[src/slpc_pkg.sv]
// package of constants for the serial link protocol controller
package slpc_pkg;
  // clock and tick figures
  localparam int          CLK_MHZ          = 250;
  localparam int          TICK_MS          = 5;
  localparam int          TICK_CYC         = CLK_MHZ * 1000 * TICK_MS;
  localparam int          MS_CYC           = CLK_MHZ * 1000;
  localparam int          MSG_STEP_MS      = 50;
  // register offsets (byte addresses)
  localparam logic [7:0]  A_CTRL           = 8'h00;
  localparam logic [7:0]  A_ACK_TMO        = 8'h04;
  localparam logic [7:0]  A_RETRY          = 8'h08;
  localparam logic [7:0]  A_MSG_TMO        = 8'h0c;
  localparam logic [7:0]  A_INIT_DLY       = 8'h10;
  localparam logic [7:0]  A_STATUS         = 8'h14;
  localparam logic [7:0]  A_IRQ_STAT       = 8'h18;
  localparam logic [7:0]  A_IRQ_MASK       = 8'h1c;
  localparam logic [7:0]  A_INIT_CHR       = 8'h20;
  localparam logic [7:0]  A_SAVE           = 8'h24;
  // control field positions
  localparam int          C_DUP            = 0;
  localparam int          C_CRC            = 1;
  localparam int          C_CCD            = 2;
  localparam int          C_HWHS           = 3;
  localparam int          C_AUTOEMB        = 4;
  // reset values (defaults)
  localparam logic [4:0]  CTRL_RST         = 5'h00;
  localparam logic [15:0] ACK_TMO_RST      = 16'h00c8;
  localparam logic [7:0]  ENQ_RETRY_RST    = 8'h02;
  localparam logic [7:0]  NAK_RETRY_RST    = 8'h02;
  localparam logic [13:0] MSG_TMO_RST      = 14'h2710;
  localparam logic [4:0]  INIT_DLY_RST     = 5'h00;
  // link control characters
  localparam logic [7:0]  CH_ACK           = 8'h06;
  localparam logic [7:0]  CH_NAK           = 8'h15;
  localparam logic [7:0]  CH_ENQ           = 8'h05;
  // interrupt bit positions
  localparam int          I_DONE           = 0;
  localparam int          I_FAIL           = 1;
  localparam int          I_RX             = 2;
  localparam int          I_DUP            = 3;
  localparam int          I_MSGTMO         = 4;
  localparam int          IRQ_W            = 5;
  // transmit machine
  typedef enum logic [2:0] {TX_IDLE, TX_SEND, TX_WAIT, TX_ENQ} slpc_tx_e;
endpackage : slpc_pkg

[src/slpc_top.sv]
// serial link protocol controller: packet send, retries, modem control
module slpc_top
  import slpc_pkg::*;
#(
  parameter int TICK_DIV = TICK_CYC,
  parameter int MS_DIV   = MS_CYC
) (
  input  wire logic        clk,
  input  wire logic        rstn,
  input  wire logic        bkup_ok,
  input  wire logic [7:0]  reg_addr,
  input  wire logic [31:0] reg_wdata,
  input  wire logic        reg_wr,
  input  wire logic        reg_rd,
  output logic      [31:0] reg_rdata,
  output logic             irq,
  input  wire logic        pkt_start,
  input  wire logic        pkt_valid,
  input  wire logic [7:0]  pkt_data,
  input  wire logic        pkt_last,
  output logic             pkt_ready,
  input  wire logic        tx_ready,
  output logic             tx_valid,
  output logic      [7:0]  tx_data,
  input  wire logic        rx_valid,
  input  wire logic [7:0]  rx_data,
  input  wire logic        rx_ctl,
  input  wire logic        rx_good,
  input  wire logic        rx_embedded,
  input  wire logic [7:0]  rx_seq,
  output logic             rx_pass,
  input  wire logic        msg_sent,
  input  wire logic        msg_reply,
  input  wire logic        dcd,
  input  wire logic        cts,
  output logic             rts
);
  logic [1:0]  rs_reg;
  logic        rst_n;
  logic        tick;
  logic        ms_tick;
  logic [4:0]  ctrl_reg;
  logic [15:0] ack_tmo_reg;
  logic [7:0]  enq_max_reg;
  logic [7:0]  nak_max_reg;
  logic [13:0] msg_tmo_reg;
  logic [4:0]  init_dly_reg;
  logic [4:0]  sv_ctrl_reg;
  logic [15:0] sv_ack_reg;
  logic [7:0]  sv_enq_reg;
  logic [7:0]  sv_nak_reg;
  logic [13:0] sv_msg_reg;
  logic [4:0]  sv_dly_reg;
  logic        sv_valid_reg;
  logic        loaded_reg;
  logic [IRQ_W-1:0] ist_reg;
  logic [IRQ_W-1:0] imask_reg;
  logic [IRQ_W-1:0] iev;
  slpc_tx_e    tx_reg;
  logic [15:0] ack_cnt_reg;
  logic [7:0]  enq_cnt_reg;
  logic [7:0]  nak_cnt_reg;
  logic [7:0]  last_seq_reg;
  logic        have_seq_reg;
  logic        host_emb_reg;
  logic        carrier_reg;
  logic [7:0]  init_chr_reg;
  logic        init_pend_reg;
  logic        init_done_reg;
  logic [15:0] init_ms_reg;
  logic [13:0] msg_cnt_reg;
  logic        msg_busy_reg;
  logic        resp_pend_reg;
  logic [7:0]  resp_chr_reg;
  logic        ck_clr;
  logic        ck_en;
  logic [15:0] ck_code;
  logic        hs_on;
  logic        link_ok;
  logic        can_send;
  logic        ack_rx;
  logic        nak_rx;
  logic        is_dup;
  logic        emb_on;
  logic        resp_go;
  logic        init_go;
  logic        hold_v_reg;
  logic [7:0]  hold_reg;
  logic [7:0]  sv_chr_reg;

  initial begin
    if (TICK_DIV < 2 || MS_DIV < 2) $error("tick divider too small");
  end

  // reset release through two flops
  always_ff @(posedge clk or negedge rstn) begin
    if (!rstn) begin
      rs_reg <= 2'b00;
    end else begin
      rs_reg <= {rs_reg[0], 1'b1};
    end
  end
  assign rst_n = rs_reg[1];

  slpc_tick #(.DIV(TICK_DIV)) u_tick5 (.clk(clk), .rst_n(rst_n), .tick(tick));
  slpc_tick #(.DIV(MS_DIV))   u_tick1 (.clk(clk), .rst_n(rst_n), .tick(ms_tick));

  assign hs_on    = ctrl_reg[C_HWHS] | ctrl_reg[C_CCD];
  assign link_ok  = !ctrl_reg[C_CCD] || carrier_reg;
  assign can_send = link_ok && tx_ready && (!hs_on || cts);
  assign ack_rx   = rx_valid && rx_ctl && rx_data == CH_ACK;
  assign nak_rx   = rx_valid && rx_ctl && rx_data == CH_NAK;
  assign is_dup   = have_seq_reg && rx_seq == last_seq_reg;
  assign emb_on   = !ctrl_reg[C_AUTOEMB] || host_emb_reg;
  // reply byte leaves now, ahead of packet data
  assign resp_go  = can_send && resp_pend_reg && (emb_on || tx_reg != TX_SEND);
  // init byte only on an idle line, cleared as it leaves
  assign init_go  = can_send && init_pend_reg && tx_reg == TX_IDLE && !resp_pend_reg && !hold_v_reg;

  // settings: defaults, then saved copy if backup intact
  always_ff @(posedge clk or negedge rst_n) begin
    if (!rst_n) begin
      ctrl_reg     <= CTRL_RST;
      ack_tmo_reg  <= ACK_TMO_RST;
      enq_max_reg  <= ENQ_RETRY_RST;
      nak_max_reg  <= NAK_RETRY_RST;
      msg_tmo_reg  <= MSG_TMO_RST;
      init_dly_reg <= INIT_DLY_RST;
      init_chr_reg <= 8'h00;
      loaded_reg   <= 1'b0;
    end else if (!loaded_reg) begin
      loaded_reg <= 1'b1;
      if (sv_valid_reg && bkup_ok) begin
        ctrl_reg     <= sv_ctrl_reg;
        ack_tmo_reg  <= sv_ack_reg;
        enq_max_reg  <= sv_enq_reg;
        nak_max_reg  <= sv_nak_reg;
        msg_tmo_reg  <= sv_msg_reg;
        init_dly_reg <= sv_dly_reg;
        init_chr_reg <= sv_chr_reg;
      end
    end else if (reg_wr) begin
      case (reg_addr)
        A_CTRL:     ctrl_reg <= reg_wdata[4:0];
        A_ACK_TMO:  ack_tmo_reg <= reg_wdata[15:0];
        A_RETRY: begin
          enq_max_reg <= reg_wdata[7:0];
          nak_max_reg <= reg_wdata[15:8];
        end
        A_MSG_TMO:  msg_tmo_reg <= 14'(reg_wdata[13:0] - (reg_wdata[13:0] % 14'(MSG_STEP_MS)));
        A_INIT_DLY: init_dly_reg <= reg_wdata[4:0];
        A_INIT_CHR: init_chr_reg <= reg_wdata[7:0];
        default: ;
      endcase
    end
  end

  // saved copy, held only on backup power; no reset branch on purpose
  always_ff @(posedge clk) begin
    if (!bkup_ok) begin
      sv_valid_reg <= 1'b0;
    end else if (rst_n && reg_wr && reg_addr == A_SAVE) begin
      sv_valid_reg <= 1'b1;
      sv_ctrl_reg  <= ctrl_reg;
      sv_ack_reg   <= ack_tmo_reg;
      sv_enq_reg   <= enq_max_reg;
      sv_nak_reg   <= nak_max_reg;
      sv_msg_reg   <= msg_tmo_reg;
      sv_dly_reg   <= init_dly_reg;
      sv_chr_reg   <= init_chr_reg;
    end
  end

  // carrier detect, registered each cycle
  always_ff @(posedge clk or negedge rst_n) begin
    if (!rst_n) begin
      carrier_reg <= 1'b0;
    end else begin
      carrier_reg <= dcd;
    end
  end

  // init string delay then one request
  always_ff @(posedge clk or negedge rst_n) begin
    if (!rst_n) begin
      init_ms_reg   <= 16'h0000;
      init_pend_reg <= 1'b0;
      init_done_reg <= 1'b0;
    end else if (loaded_reg && !init_done_reg && !init_pend_reg) begin
      if (init_ms_reg >= 16'(init_dly_reg) * 16'd1000) begin
        init_pend_reg <= init_chr_reg != 8'h00;
        init_done_reg <= init_chr_reg == 8'h00;
      end else if (ms_tick) begin
        init_ms_reg <= init_ms_reg + 16'h0001;
      end
    end else if (init_go) begin
      init_pend_reg <= 1'b0;
      init_done_reg <= 1'b1;
    end
  end

  // duplicate tracking and host embedding detection
  always_ff @(posedge clk or negedge rst_n) begin
    if (!rst_n) begin
      last_seq_reg <= 8'h00;
      have_seq_reg <= 1'b0;
      host_emb_reg <= 1'b0;
      resp_pend_reg <= 1'b0;
      resp_chr_reg <= 8'h00;
      rx_pass      <= 1'b0;
    end else begin
      rx_pass <= 1'b0;
      if (rx_valid && rx_embedded) begin
        host_emb_reg <= 1'b1;
      end
      if (rx_valid && !rx_ctl) begin
        resp_pend_reg <= 1'b1;
        resp_chr_reg  <= rx_good ? CH_ACK : CH_NAK;
        if (rx_good) begin
          last_seq_reg <= rx_seq;
          have_seq_reg <= 1'b1;
          rx_pass <= !(ctrl_reg[C_DUP] && is_dup);
        end
      end else if (resp_go) begin
        resp_pend_reg <= 1'b0;
      end
    end
  end

  always_ff @(posedge clk or negedge rst_n) begin
    if (!rst_n) begin
      msg_cnt_reg  <= 14'h0000;
      msg_busy_reg <= 1'b0;
    end else if (msg_sent) begin
      msg_cnt_reg  <= 14'h0000;
      msg_busy_reg <= 1'b1;
    end else if (msg_busy_reg && msg_reply) begin
      msg_busy_reg <= 1'b0;
    end else if (msg_busy_reg && ms_tick) begin
      msg_cnt_reg <= msg_cnt_reg + 14'h0001;
      if (msg_cnt_reg + 14'h0001 >= msg_tmo_reg) begin
        msg_busy_reg <= 1'b0;
      end
    end
  end

  // transmit machine with ack wait, enq and nak retries
  always_ff @(posedge clk or negedge rst_n) begin
    if (!rst_n) begin
      tx_reg      <= TX_IDLE;
      ack_cnt_reg <= 16'h0000;
      enq_cnt_reg <= 8'h00;
      nak_cnt_reg <= 8'h00;
    end else begin
      case (tx_reg)
        TX_IDLE: begin
          if (pkt_start && link_ok && !init_pend_reg) begin
            tx_reg      <= TX_SEND;
            enq_cnt_reg <= 8'h00;
            nak_cnt_reg <= 8'h00;
          end
        end
        TX_SEND: begin
          if (pkt_valid && pkt_last && pkt_ready) begin
            tx_reg      <= TX_WAIT;
            ack_cnt_reg <= 16'h0000;
          end
        end
        TX_WAIT: begin
          if (ack_rx) begin
            tx_reg <= TX_IDLE;
          end else if (nak_rx) begin
            if (nak_cnt_reg < nak_max_reg) begin
              nak_cnt_reg <= nak_cnt_reg + 8'h01;
              tx_reg      <= TX_SEND;
            end else begin
              tx_reg <= TX_IDLE;
            end
          end else if (tick) begin
            if (ack_cnt_reg + 16'h0001 >= ack_tmo_reg) begin
              if (enq_cnt_reg < enq_max_reg) begin
                enq_cnt_reg <= enq_cnt_reg + 8'h01;
                tx_reg      <= TX_ENQ;
              end else begin
                tx_reg <= TX_IDLE;
              end
              ack_cnt_reg <= 16'h0000;
            end else begin
              ack_cnt_reg <= ack_cnt_reg + 16'h0001;
            end
          end
        end
        TX_ENQ: begin
          if (can_send && !resp_go) begin
            tx_reg <= TX_WAIT;
          end
        end
        default: tx_reg <= TX_IDLE;
      endcase
    end
  end

  // packet byte parked when the line drops or a reply goes first
  always_ff @(posedge clk or negedge rst_n) begin
    if (!rst_n) begin
      hold_v_reg <= 1'b0;
      hold_reg   <= 8'h00;
    end else if (ck_en && (!can_send || resp_go)) begin
      hold_v_reg <= 1'b1;
      hold_reg   <= pkt_data;
    end else if (hold_v_reg && can_send && !resp_go && tx_reg != TX_ENQ) begin
      hold_v_reg <= 1'b0;
    end
  end

  // check code runs over packet bytes
  assign ck_clr = tx_reg == TX_IDLE;
  assign ck_en  = tx_reg == TX_SEND && pkt_valid && pkt_ready;
  slpc_check u_check (
    .clk     (clk),
    .rst_n   (rst_n),
    .clr     (ck_clr),
    .use_crc (ctrl_reg[C_CRC]),
    .en      (ck_en),
    .data    (pkt_data),
    .code    (ck_code)
  );

  // output byte stream and handshake lines
  always_ff @(posedge clk or negedge rst_n) begin
    if (!rst_n) begin
      tx_valid  <= 1'b0;
      tx_data   <= 8'h00;
      pkt_ready <= 1'b0;
      rts       <= 1'b0;
    end else begin
      // rts asserted while handshaking and link busy
      rts       <= hs_on && link_ok && (tx_reg != TX_IDLE || init_pend_reg || resp_pend_reg);
      pkt_ready <= tx_reg == TX_SEND && can_send && !(resp_pend_reg && emb_on) && !hold_v_reg;
      tx_valid  <= 1'b0;
      if (!can_send) begin
        tx_valid <= 1'b0;
      end else if (resp_go) begin
        // response may sit inside a packet
        tx_valid <= 1'b1;
        tx_data  <= resp_chr_reg;
      end else if (tx_reg == TX_ENQ) begin
        tx_valid <= 1'b1;
        tx_data  <= CH_ENQ;
      end else if (hold_v_reg) begin
        tx_valid <= 1'b1;
        tx_data  <= hold_reg;
      end else if (ck_en) begin
        tx_valid <= 1'b1;
        tx_data  <= pkt_data;
      end else if (init_go) begin
        tx_valid <= 1'b1;
        tx_data  <= init_chr_reg;
      end
    end
  end

  // interrupt events, sticky status cleared by read
  assign iev[I_DONE]   = tx_reg == TX_WAIT && ack_rx;
  assign iev[I_FAIL]   = tx_reg == TX_WAIT && ((nak_rx && nak_cnt_reg >= nak_max_reg) ||
                         (!ack_rx && !nak_rx && tick && ack_cnt_reg + 16'h0001 >= ack_tmo_reg
                          && enq_cnt_reg >= enq_max_reg));
  assign iev[I_RX]     = rx_valid && !rx_ctl && rx_good;
  assign iev[I_DUP]    = iev[I_RX] && ctrl_reg[C_DUP] && is_dup;
  assign iev[I_MSGTMO] = msg_busy_reg && !msg_sent && !msg_reply && ms_tick && msg_cnt_reg + 14'h0001 >= msg_tmo_reg;

  always_ff @(posedge clk or negedge rst_n) begin
    if (!rst_n) begin
      ist_reg   <= '0;
      imask_reg <= '0;
      irq       <= 1'b0;
    end else begin
      ist_reg <= ((reg_rd && reg_addr == A_IRQ_STAT) ? '0 : ist_reg) | iev;
      if (reg_wr && reg_addr == A_IRQ_MASK) begin
        imask_reg <= reg_wdata[IRQ_W-1:0];
      end
      irq <= |(ist_reg & imask_reg);
    end
  end

  // register read port, one cycle later
  always_ff @(posedge clk or negedge rst_n) begin
    if (!rst_n) begin
      reg_rdata <= 32'h0000_0000;
    end else if (reg_rd) begin
      case (reg_addr)
        A_CTRL:     reg_rdata <= {27'h0, ctrl_reg};
        A_ACK_TMO:  reg_rdata <= {16'h0, ack_tmo_reg};
        A_RETRY:    reg_rdata <= {16'h0, nak_max_reg, enq_max_reg};
        A_MSG_TMO:  reg_rdata <= {18'h0, msg_tmo_reg};
        A_INIT_DLY: reg_rdata <= {27'h0, init_dly_reg};
        A_STATUS:   reg_rdata <= {16'h0, enq_cnt_reg[3:0], nak_cnt_reg[3:0], host_emb_reg,
                                  carrier_reg, init_done_reg, msg_busy_reg, 1'b0, tx_reg};
        A_IRQ_STAT: reg_rdata <= {27'h0, ist_reg};
        A_IRQ_MASK: reg_rdata <= {27'h0, imask_reg};
        A_INIT_CHR: reg_rdata <= {24'h0, init_chr_reg};
        default:    reg_rdata <= 32'h0000_0000;
      endcase
    end else begin
      reg_rdata <= 32'h0000_0000;
    end
  end

  // checks
  chk_nak_resend: assert property (@(posedge clk) disable iff (!rst_n)
    (tx_reg == TX_WAIT && nak_rx && nak_cnt_reg < nak_max_reg) |=> tx_reg == TX_SEND)
    else $error("nak did not resend");
  chk_enq_timeout: assert property (@(posedge clk) disable iff (!rst_n)
    (tx_reg == TX_WAIT && !ack_rx && !nak_rx && tick && ack_cnt_reg + 16'h0001 >= ack_tmo_reg
     && enq_cnt_reg < enq_max_reg) |=> tx_reg == TX_ENQ && ack_cnt_reg == 16'h0000)
    else $error("timeout did not enquire");
  chk_enq_fail: assert property (@(posedge clk) disable iff (!rst_n)
    iev[I_FAIL] |=> tx_reg == TX_IDLE && ist_reg[I_FAIL])
    else $error("failure not reported");
  chk_cts_gate: assert property (@(posedge clk) disable iff (!rst_n)
    (hs_on && !cts) |=> !tx_valid)
    else $error("sent without cts");
  chk_carrier_hold: assert property (@(posedge clk) disable iff (!rst_n)
    (ctrl_reg[C_CCD] && !carrier_reg) |=> !tx_valid)
    else $error("sent without carrier");
  chk_dup_drop: assert property (@(posedge clk) disable iff (!rst_n)
    (rx_valid && !rx_ctl && rx_good && ctrl_reg[C_DUP] && is_dup) |=> !rx_pass && resp_pend_reg)
    else $error("duplicate passed on");
  chk_msg_step: assert property (@(posedge clk) disable iff (!rst_n)
    $changed(msg_tmo_reg) && loaded_reg && $past(loaded_reg) |-> (msg_tmo_reg % 14'(MSG_STEP_MS)) == 14'h0)
    else $error("message timeout not truncated");
  chk_ack_done: assert property (@(posedge clk) disable iff (!rst_n)
    (tx_reg == TX_WAIT && ack_rx) |=> tx_reg == TX_IDLE && ist_reg[I_DONE])
    else $error("ack not taken");
endmodule : slpc_top

[src/slpc_check.sv]
// packet check code engine, block check or crc16 selected
module slpc_check
  import slpc_pkg::*;
(
  input  wire logic        clk,
  input  wire logic        rst_n,
  input  wire logic        clr,
  input  wire logic        use_crc,
  input  wire logic        en,
  input  wire logic [7:0]  data,
  output logic      [15:0] code
);
  // crc16 over one byte, reflected polynomial a001
  function automatic logic [15:0] crc_byte(input logic [15:0] c, input logic [7:0] d);
    logic [15:0] r;
    r = c ^ {8'h00, d};
    for (int i = 0; i < 8; i++) begin
      r = r[0] ? ((r >> 1) ^ 16'ha001) : (r >> 1);
    end
    return r;
  endfunction : crc_byte

  // accumulate; block check is the two's complement of the sum of the bytes
  always_ff @(posedge clk or negedge rst_n) begin
    if (!rst_n) begin
      code <= 16'h0000;
    end else if (clr) begin
      code <= 16'h0000;
    end else if (en) begin
      code <= use_crc ? crc_byte(code, data) : {8'h00, 8'(code[7:0] - data)};
    end
  end
endmodule : slpc_check

[src/slpc_tick.sv]
// divider giving one-cycle tick enables
module slpc_tick #(
  parameter int DIV = 1250000
) (
  input  wire logic clk,
  input  wire logic rst_n,
  output logic      tick
);
  localparam int W = $clog2(DIV);
  logic [W-1:0] cnt_reg;

  initial begin
    if (DIV < 2) $error("divider too small");
  end

  // free running count, pulse on wrap
  always_ff @(posedge clk or negedge rst_n) begin
    if (!rst_n) begin
      cnt_reg <= '0;
      tick    <= 1'b0;
    end else begin
      tick    <= (cnt_reg == W'(DIV - 1));
      cnt_reg <= (cnt_reg == W'(DIV - 1)) ? '0 : cnt_reg + 1'b1;
    end
  end
endmodule : slpc_tick

[config.mk]
export PLATFORM = sky130hd
export DESIGN_NAME = slpc_top
export DESIGN_NICKNAME = d
export VERILOG_FILES = /design/src/slpc_pkg.sv /design/src/slpc_top.sv /design/src/slpc_check.sv /design/src/slpc_tick.sv
export SDC_FILE = /design/constraint.sdc
export NUM_CORES = 1
export LEC_CHECK = 0
export BUFFER_PORTS_ARGS = -buffer_cell sky130_fd_sc_hd__buf_2
export CORE_AREA = 2 2 224 226
export CTS_BUF_LIST = sky130_fd_sc_hd__clkbuf_8
export DETAILED_ROUTE_END_ITERATION = 10
export DIE_AREA = 0 0 226 228
export SYNTH_ARGS = -nofsm -noshare
export SYNTH_HDL_FRONTEND = slang
export SYNTH_SLANG_ARGS = --single-unit
[constraint.sdc]
create_clock -name clk -period 21.2 [get_ports clk]
set_input_delay 1.06 -clock clk [delete_from_list [all_inputs] [get_ports clk]]
set_output_delay 1.06 -clock clk [all_outputs]
set_load 0.005 [all_outputs]
After elaboration in Yosys (flattened, before gate mapping). Cells that the tools add are included.

Logic and storage cells: 311. Output and inout port bits: 45. Bits of input ports: 81. Register bits: 325.

Order comparisons: 7. $mul: 1. Bitwise operators: 4. $add $sub $neg: 8. Equal/unequal tests: 40. Reductions and logical operators: 112. Divide/modulo/power cells: 1. Mux-type cells: 91.

Operator list (count): $mux 8 (26); $mux 16 (9); $pmux 16 s9 (1); $mux 14 (7); $logic_and 1x1->1 (55); $mux 5 (10); $eq 8x5->1 const B (5); $add 16x1->16 const B (2); $mux 32 (1); $pmux 16 s2 (1); $pmux 8 s2 (2); $mux 1 (23); $add 21x1->21 const B (1); $eq 21x21->1 const B (1); $mux 21 (1); $mux 3 (7); $reduce_and 3->1 (7); $ne 2x2->1 const B (10); $add 18x1->18 const B (1); $eq 18x18->1 const B (1); $mux 18 (1); $ne 2x1->1 const B (9); $add 8x1->8 const B (2); $eq 8x3->1 const B (2); 36 further kinds (79).

Longest topological paths before layout.
Word-level depth: 14. Mapped depth: 40. Gate-level depth less buffers: 36.

Cells and area by module. Synthesis repeated with hierarchy kept, for this count alone.

Cells, all modules: 1800. Area total of the unflattened synthesis: 18024.8 um^2.

By module, submodules not included: slpc_top (sequential area each 6884.1 um^2, area each 16020.4 um^2, instances 1, cells each 1619); slpc_tick (u_tick5) (sequential area each 550.5 um^2, area each 1089.8 um^2, instances 1, cells each 100); slpc_tick (u_tick1) (sequential area each 475.5 um^2, area each 914.6 um^2, instances 1, cells each 81).

Worst setup path after synthesis. OpenSTA, ideal clock, no wires.

Kind: register to register. Start point: reg rs_reg[1]. End point: reg sv_ack_reg[0] (enable). Required time: 20.634 ns. Arrival time: 10.178 ns. Cell stages (with the launch flop): 3. Slack: 10.456 ns. Setup time: 0.566 ns. Period minus slack after synthesis: 10.744 ns. Buffers on the path: 0. Path through: dfrtp_1 -> nand3_1 -> nor3_1.

Word-level cells in the longest chain between the ends: 3.

RTL lines: from (decl) (line slpc_top.sv:38) `logic [1:0] rs_reg;`; from (signal assigned) (line slpc_top.sv:100) `rs_reg <= {rs_reg[0], 1'b1};`; $logic_and 1x1->1 (2 in a row) (line slpc_top.sv:162) `end else if (rst_n && reg_wr && reg_addr == A_SAVE) begin`; $reduce_and 2->1 (no source line); to (signal assigned) (line slpc_top.sv:165) `sv_ack_reg <= ack_tmo_reg;`; to (decl) (line slpc_top.sv:49) `logic [15:0] sv_ack_reg;`.

Every way passes these cells. A chain may end at the register's enable or synchronous reset.

Worst setup path in the final report.
Start point: in reg_wdata[13]. End point: reg msg_tmo_reg[13].

Word-level cells in the longest chain between the ends: 5.

RTL lines: from (decl) (line slpc_top.sv:12) `input wire logic [31:0] reg_wdata,`; $mod 14x6->14 (line slpc_top.sv:150) `A_MSG_TMO: msg_tmo_reg <= 14'(reg_wdata[13:0] - (reg_wdata[13:0] % 14'(MSG_STEP_MS)));`; $sub 14x14->14 (*) (line slpc_top.sv:150); $mux 14 (*) (line slpc_top.sv:143) `case (reg_addr)`; $mux 14 (*) (line slpc_top.sv:142) `end else if (reg_wr) begin`; $mux 14 (*) (line slpc_top.sv:131) `end else if (!loaded_reg) begin`; to (signal assigned) (line slpc_top.sv:138) `msg_tmo_reg <= sv_msg_reg;`; to (signal assigned) (line slpc_top.sv:150); to (decl) (line slpc_top.sv:46) `logic [13:0] msg_tmo_reg;`.

Every way passes the cells marked *; elsewhere a longest branch is shown, timed or not. The select of a mux whose other input is x is not followed.

==> summary.md <==
| Metric | Value |
|---|---|
| #FFs+latches synth | `around 300` |
| Worst hold path class | `input pin to asynchronous set/reset pin` |
| Initial Util | `36.3%` |
| Routed wire length per instance | `17.0 um` |
| Resize count post-CTS | `0` |
| Relative slew margins | `around 24%` |
| First-pass GRT wire length | `72.0 mm` |
| Pwr/cell area | `86.5 nW/um^2` |
| Final hold vios | `0` |
| Status | `complete, no violations` |
| Worst slew pin tran | `1.13 ns` |
| CP delay by family, top | `compound AO/OA/AOI/OAI gates` |
| Die W | `about 230 um` |
| Crit-path max FO | `22` |
| Max Clock Skew | `about 0.059 ns` |
| Placed insts | `approximately 2500` |
| Core area | `49300 um^2` |
| CP most frequent cell | `a21o_1` |
| Synth warnings | `0` |
| DR vias | `approximately 14000` |
| Placed wire-length estimate | `31.9 mm` |
| Post-synth EDFFs | `64` |
| Post-Syn Area | `17900 um^2` |
| Sequential power share | `a little under two fifths` |
| CTS tree | `done` |
| Fin cells | `2622` |
| Total global-route track usage | `17.5%` |
| Setup Crit Path Kind | `input pin to flop` |
| Vias in the first global route | `13400` |
| Row count | `82` |
| Die area | `around 52000 um^2` |
| Fraction of layout instances using a drive strength above 1 | `between 10% and 20%` |
| Syn Area/Cell | `approximately 10 um^2` |
| Initial DRC Count | `between 1000 and 1500` |
| Leakage | `0.00906 uW` |
| Crit-path slowest cell | `a2111o_1` |
| Largest net degree at the start of global routing | `147` |
| GR Util met3 | `approximately 2.6%` |
| Psw | `586 uW` |
| Worst-path clk slew | `0.06 ns` |
| CP Buf/Inv Count | `1` |
| Min Hold Slack | `0.174 ns` |
| Register area share after synthesis | `44.1%` |
| Final TNS setup | `0 ns` |
| Clock latency on the worst-skew pair | `0.69 ns` |
| Worst r2r path cells | `22` |
| Arrival time worst endpoint | `between 9 and 10 ns` |
| H-tree levels | `2` |
| Area growth syn-to-layout | `12.8%` |
| Reg2reg setup slack | `approximately 15 ns` |
| Reg2Reg Launch Point | `init_dly_reg[3]` |
| Vias per inst | `5.24` |
| R2r endpoint | `init_ms_reg[13]` |
| Most instantiated library cell after synthesis | `dfrtp_1` |
| Final nets | `2096` |
| CP endpoint kind | `flop` |
| Setup violators final | `0` |
| DRC Markers | `0` |
| Clk buf depth | `3` |
| Routed Antenna Nets | `0` |
| Max-slew violation count | `0` |
| Busiest grt layer | `met2` |
| CTS Buf Count | `55` |
| Routed wire length | `~45 mm` |
| Internal | `1160 uW` |
| Initial antenna violation count | `3` |
| Top cell type's share of synthesized area | `between 30% and 40%` |
| Post-Syn Instances | `1801` |
| Fin crit share | `43.2%` |
| CTS sink cnt | `303` |
| Remaining global-route overflow | `0` |
| M1 GR Usage | `24.3%` |
| Unrepaired setup endpoints after global routing | `false` |
| Combinational Power Share | `between 20% and 30%` |
| Switching Fraction | `33.5%` |
| Min cycle time layout | `9.17 ns` |
| Synth area leader | `dfrtp_1` |
| Max incr delay on CP | `0.57 ns` |
| CTS root buf | `clkbuf_8` |
| Ys async rst share | `78.5%` |
| Synth top cells by count | `dfrtp_1, nand2_1, nor2_1, o21ai_0, ha_1` |
| Pre-antenna DRT Iters | `6` |
| Largest register FFs | `21` |
| Post-CTS setup buffers | `0` |
| FMAX | `109 MHz` |
| Synth cell types | `102` |
| DIE HEIGHT | `around 230 um` |
| Clock power share | `about 33%` |
| MaxCap Viol Count | `0` |
| IO Port Bufs | `93` |
| Io pins | `roughly 130` |
| Worst VDD drop | `approximately 0.05 mV` |
| CP Launch Type | `input pin` |
| CP required | `21.76 ns` |
| Placer Congestion | `0.854` |
| Ranking of synthesized cells by area | `dfrtp_1, edfxtp_1, ha_1` |
| CTS Hold Buffers Added | `0` |
| Post-synth top flop | `dfrtp_1` |
| Met2 usage | `between 20% and 30%` |
==> metrics by stage <==
stage / setup WS [ns] / instance area [um^2] / total power, uW / utilization, %
after floorplan: 10.46 / 18000 / 1070 / -
after global placement: 11.57 / 19000 / 1160 / 38.6
after detailed placement: 11.47 / 19000 / 1170 / 38.6
after CTS: 12.12 / 20200 / 1760 / 41.0
after global routing: 11.36 / 20200 / 1850 / 41.0
final: 12.03 / 20200 / 1750 / 41.0
==> power by group through the flow <==
| stage | Combinational (uW) | Sequential [uW] | Clock [uW] |
|---|---|---|---|
| final | 515 | 652 | 582 |
| after global placement | 500 | 661 | 0 |
| after CTS | 514 | 652 | 600 |
| after detailed placement | 509 | 662 | 0 |
| after floorplan | 417 | 651 | 0 |
| after global routing | 574 | 655 | 624 |
==> logic make-up (layout without fill, tap and decap cells) <==
family	after synthesis	count (layout)	share of synthesized area [%]
flops	303	303	44.1
mux	88	88	5.10
simple gates	554	554	15.0
compound gates	428	428	16.5
buf+inv	180	307	4.32
fa+ha+maj	112	112	8.24
other cells	2	24	0.0419
xor+xnor	134	134	6.67
==> layout by cell type, fill, tap and decap left out, types with 59 or more instances in the layout <==
cell,n
clkbuf_8,68
xor2_1,59
a21oi_1,83
mux2i_1,66
edfxtp_1,64
inv_1,108
buf_2,93
nor2_1,131
xnor2_1,73
ha_1,102
nand2_1,174
o21ai_0,126
dfrtp_1,226
==> area by class of cell <==
cell class / instances / area (um^2)
inverter: 99 / 372
fill: 4828 / 29100
clock buffer: 68 / 936
antenna: 2 / 5.00
timing repair buffer: 106 / 576
tap: 672 / 841
sequential: 303 / 7920
clock inverter: 34 / 235
multi-input combinational: 1338 / 9340
==> metal layers <==
metal | part of all wire [%] | vias to the layer above
met5 | 0 | -
met4 | 3.4 | 0
met3 | 5.1 | 102
met2 | 45 | 364
met1 | 46 | 6673
li1 | - | 6611
==> worst max-delay path by stage <==
| stage | from | to | slack [ns] | cells after the start |
|---|---|---|---|---|
| floorplan | rs_reg[1] | sv_ack_reg[0] | 10.46 | 2 |
| global placement | reg_wdata[13] | msg_tmo_reg[13] | 11.57 | 37 |
| detailed placement | reg_wdata[13] | msg_tmo_reg[13] | 11.47 | 37 |
| CTS | reg_wdata[13] | msg_tmo_reg[13] | 12.12 | 37 |
| global route | reg_wdata[9] | msg_tmo_reg[13] | 11.36 | 37 |
| finish | reg_wdata[13] | msg_tmo_reg[13] | 12.03 | 37 |
==> worst reg2reg max path, delay by kind of cell, from the launching register on <==
family | cells | cell delay [ns]
xor gates and xnor gates | 2 | 0.30
and+or+nand+nor | 5 | 1.20
AOI/OAI and AO/OA | 7 | 1.33
adders and majority gates | 5 | 2.21
buffers and inverters | 3 | 0.20
DFF | 1 | 0.57
No activity file was read; power rests on OpenSTA's default activity.
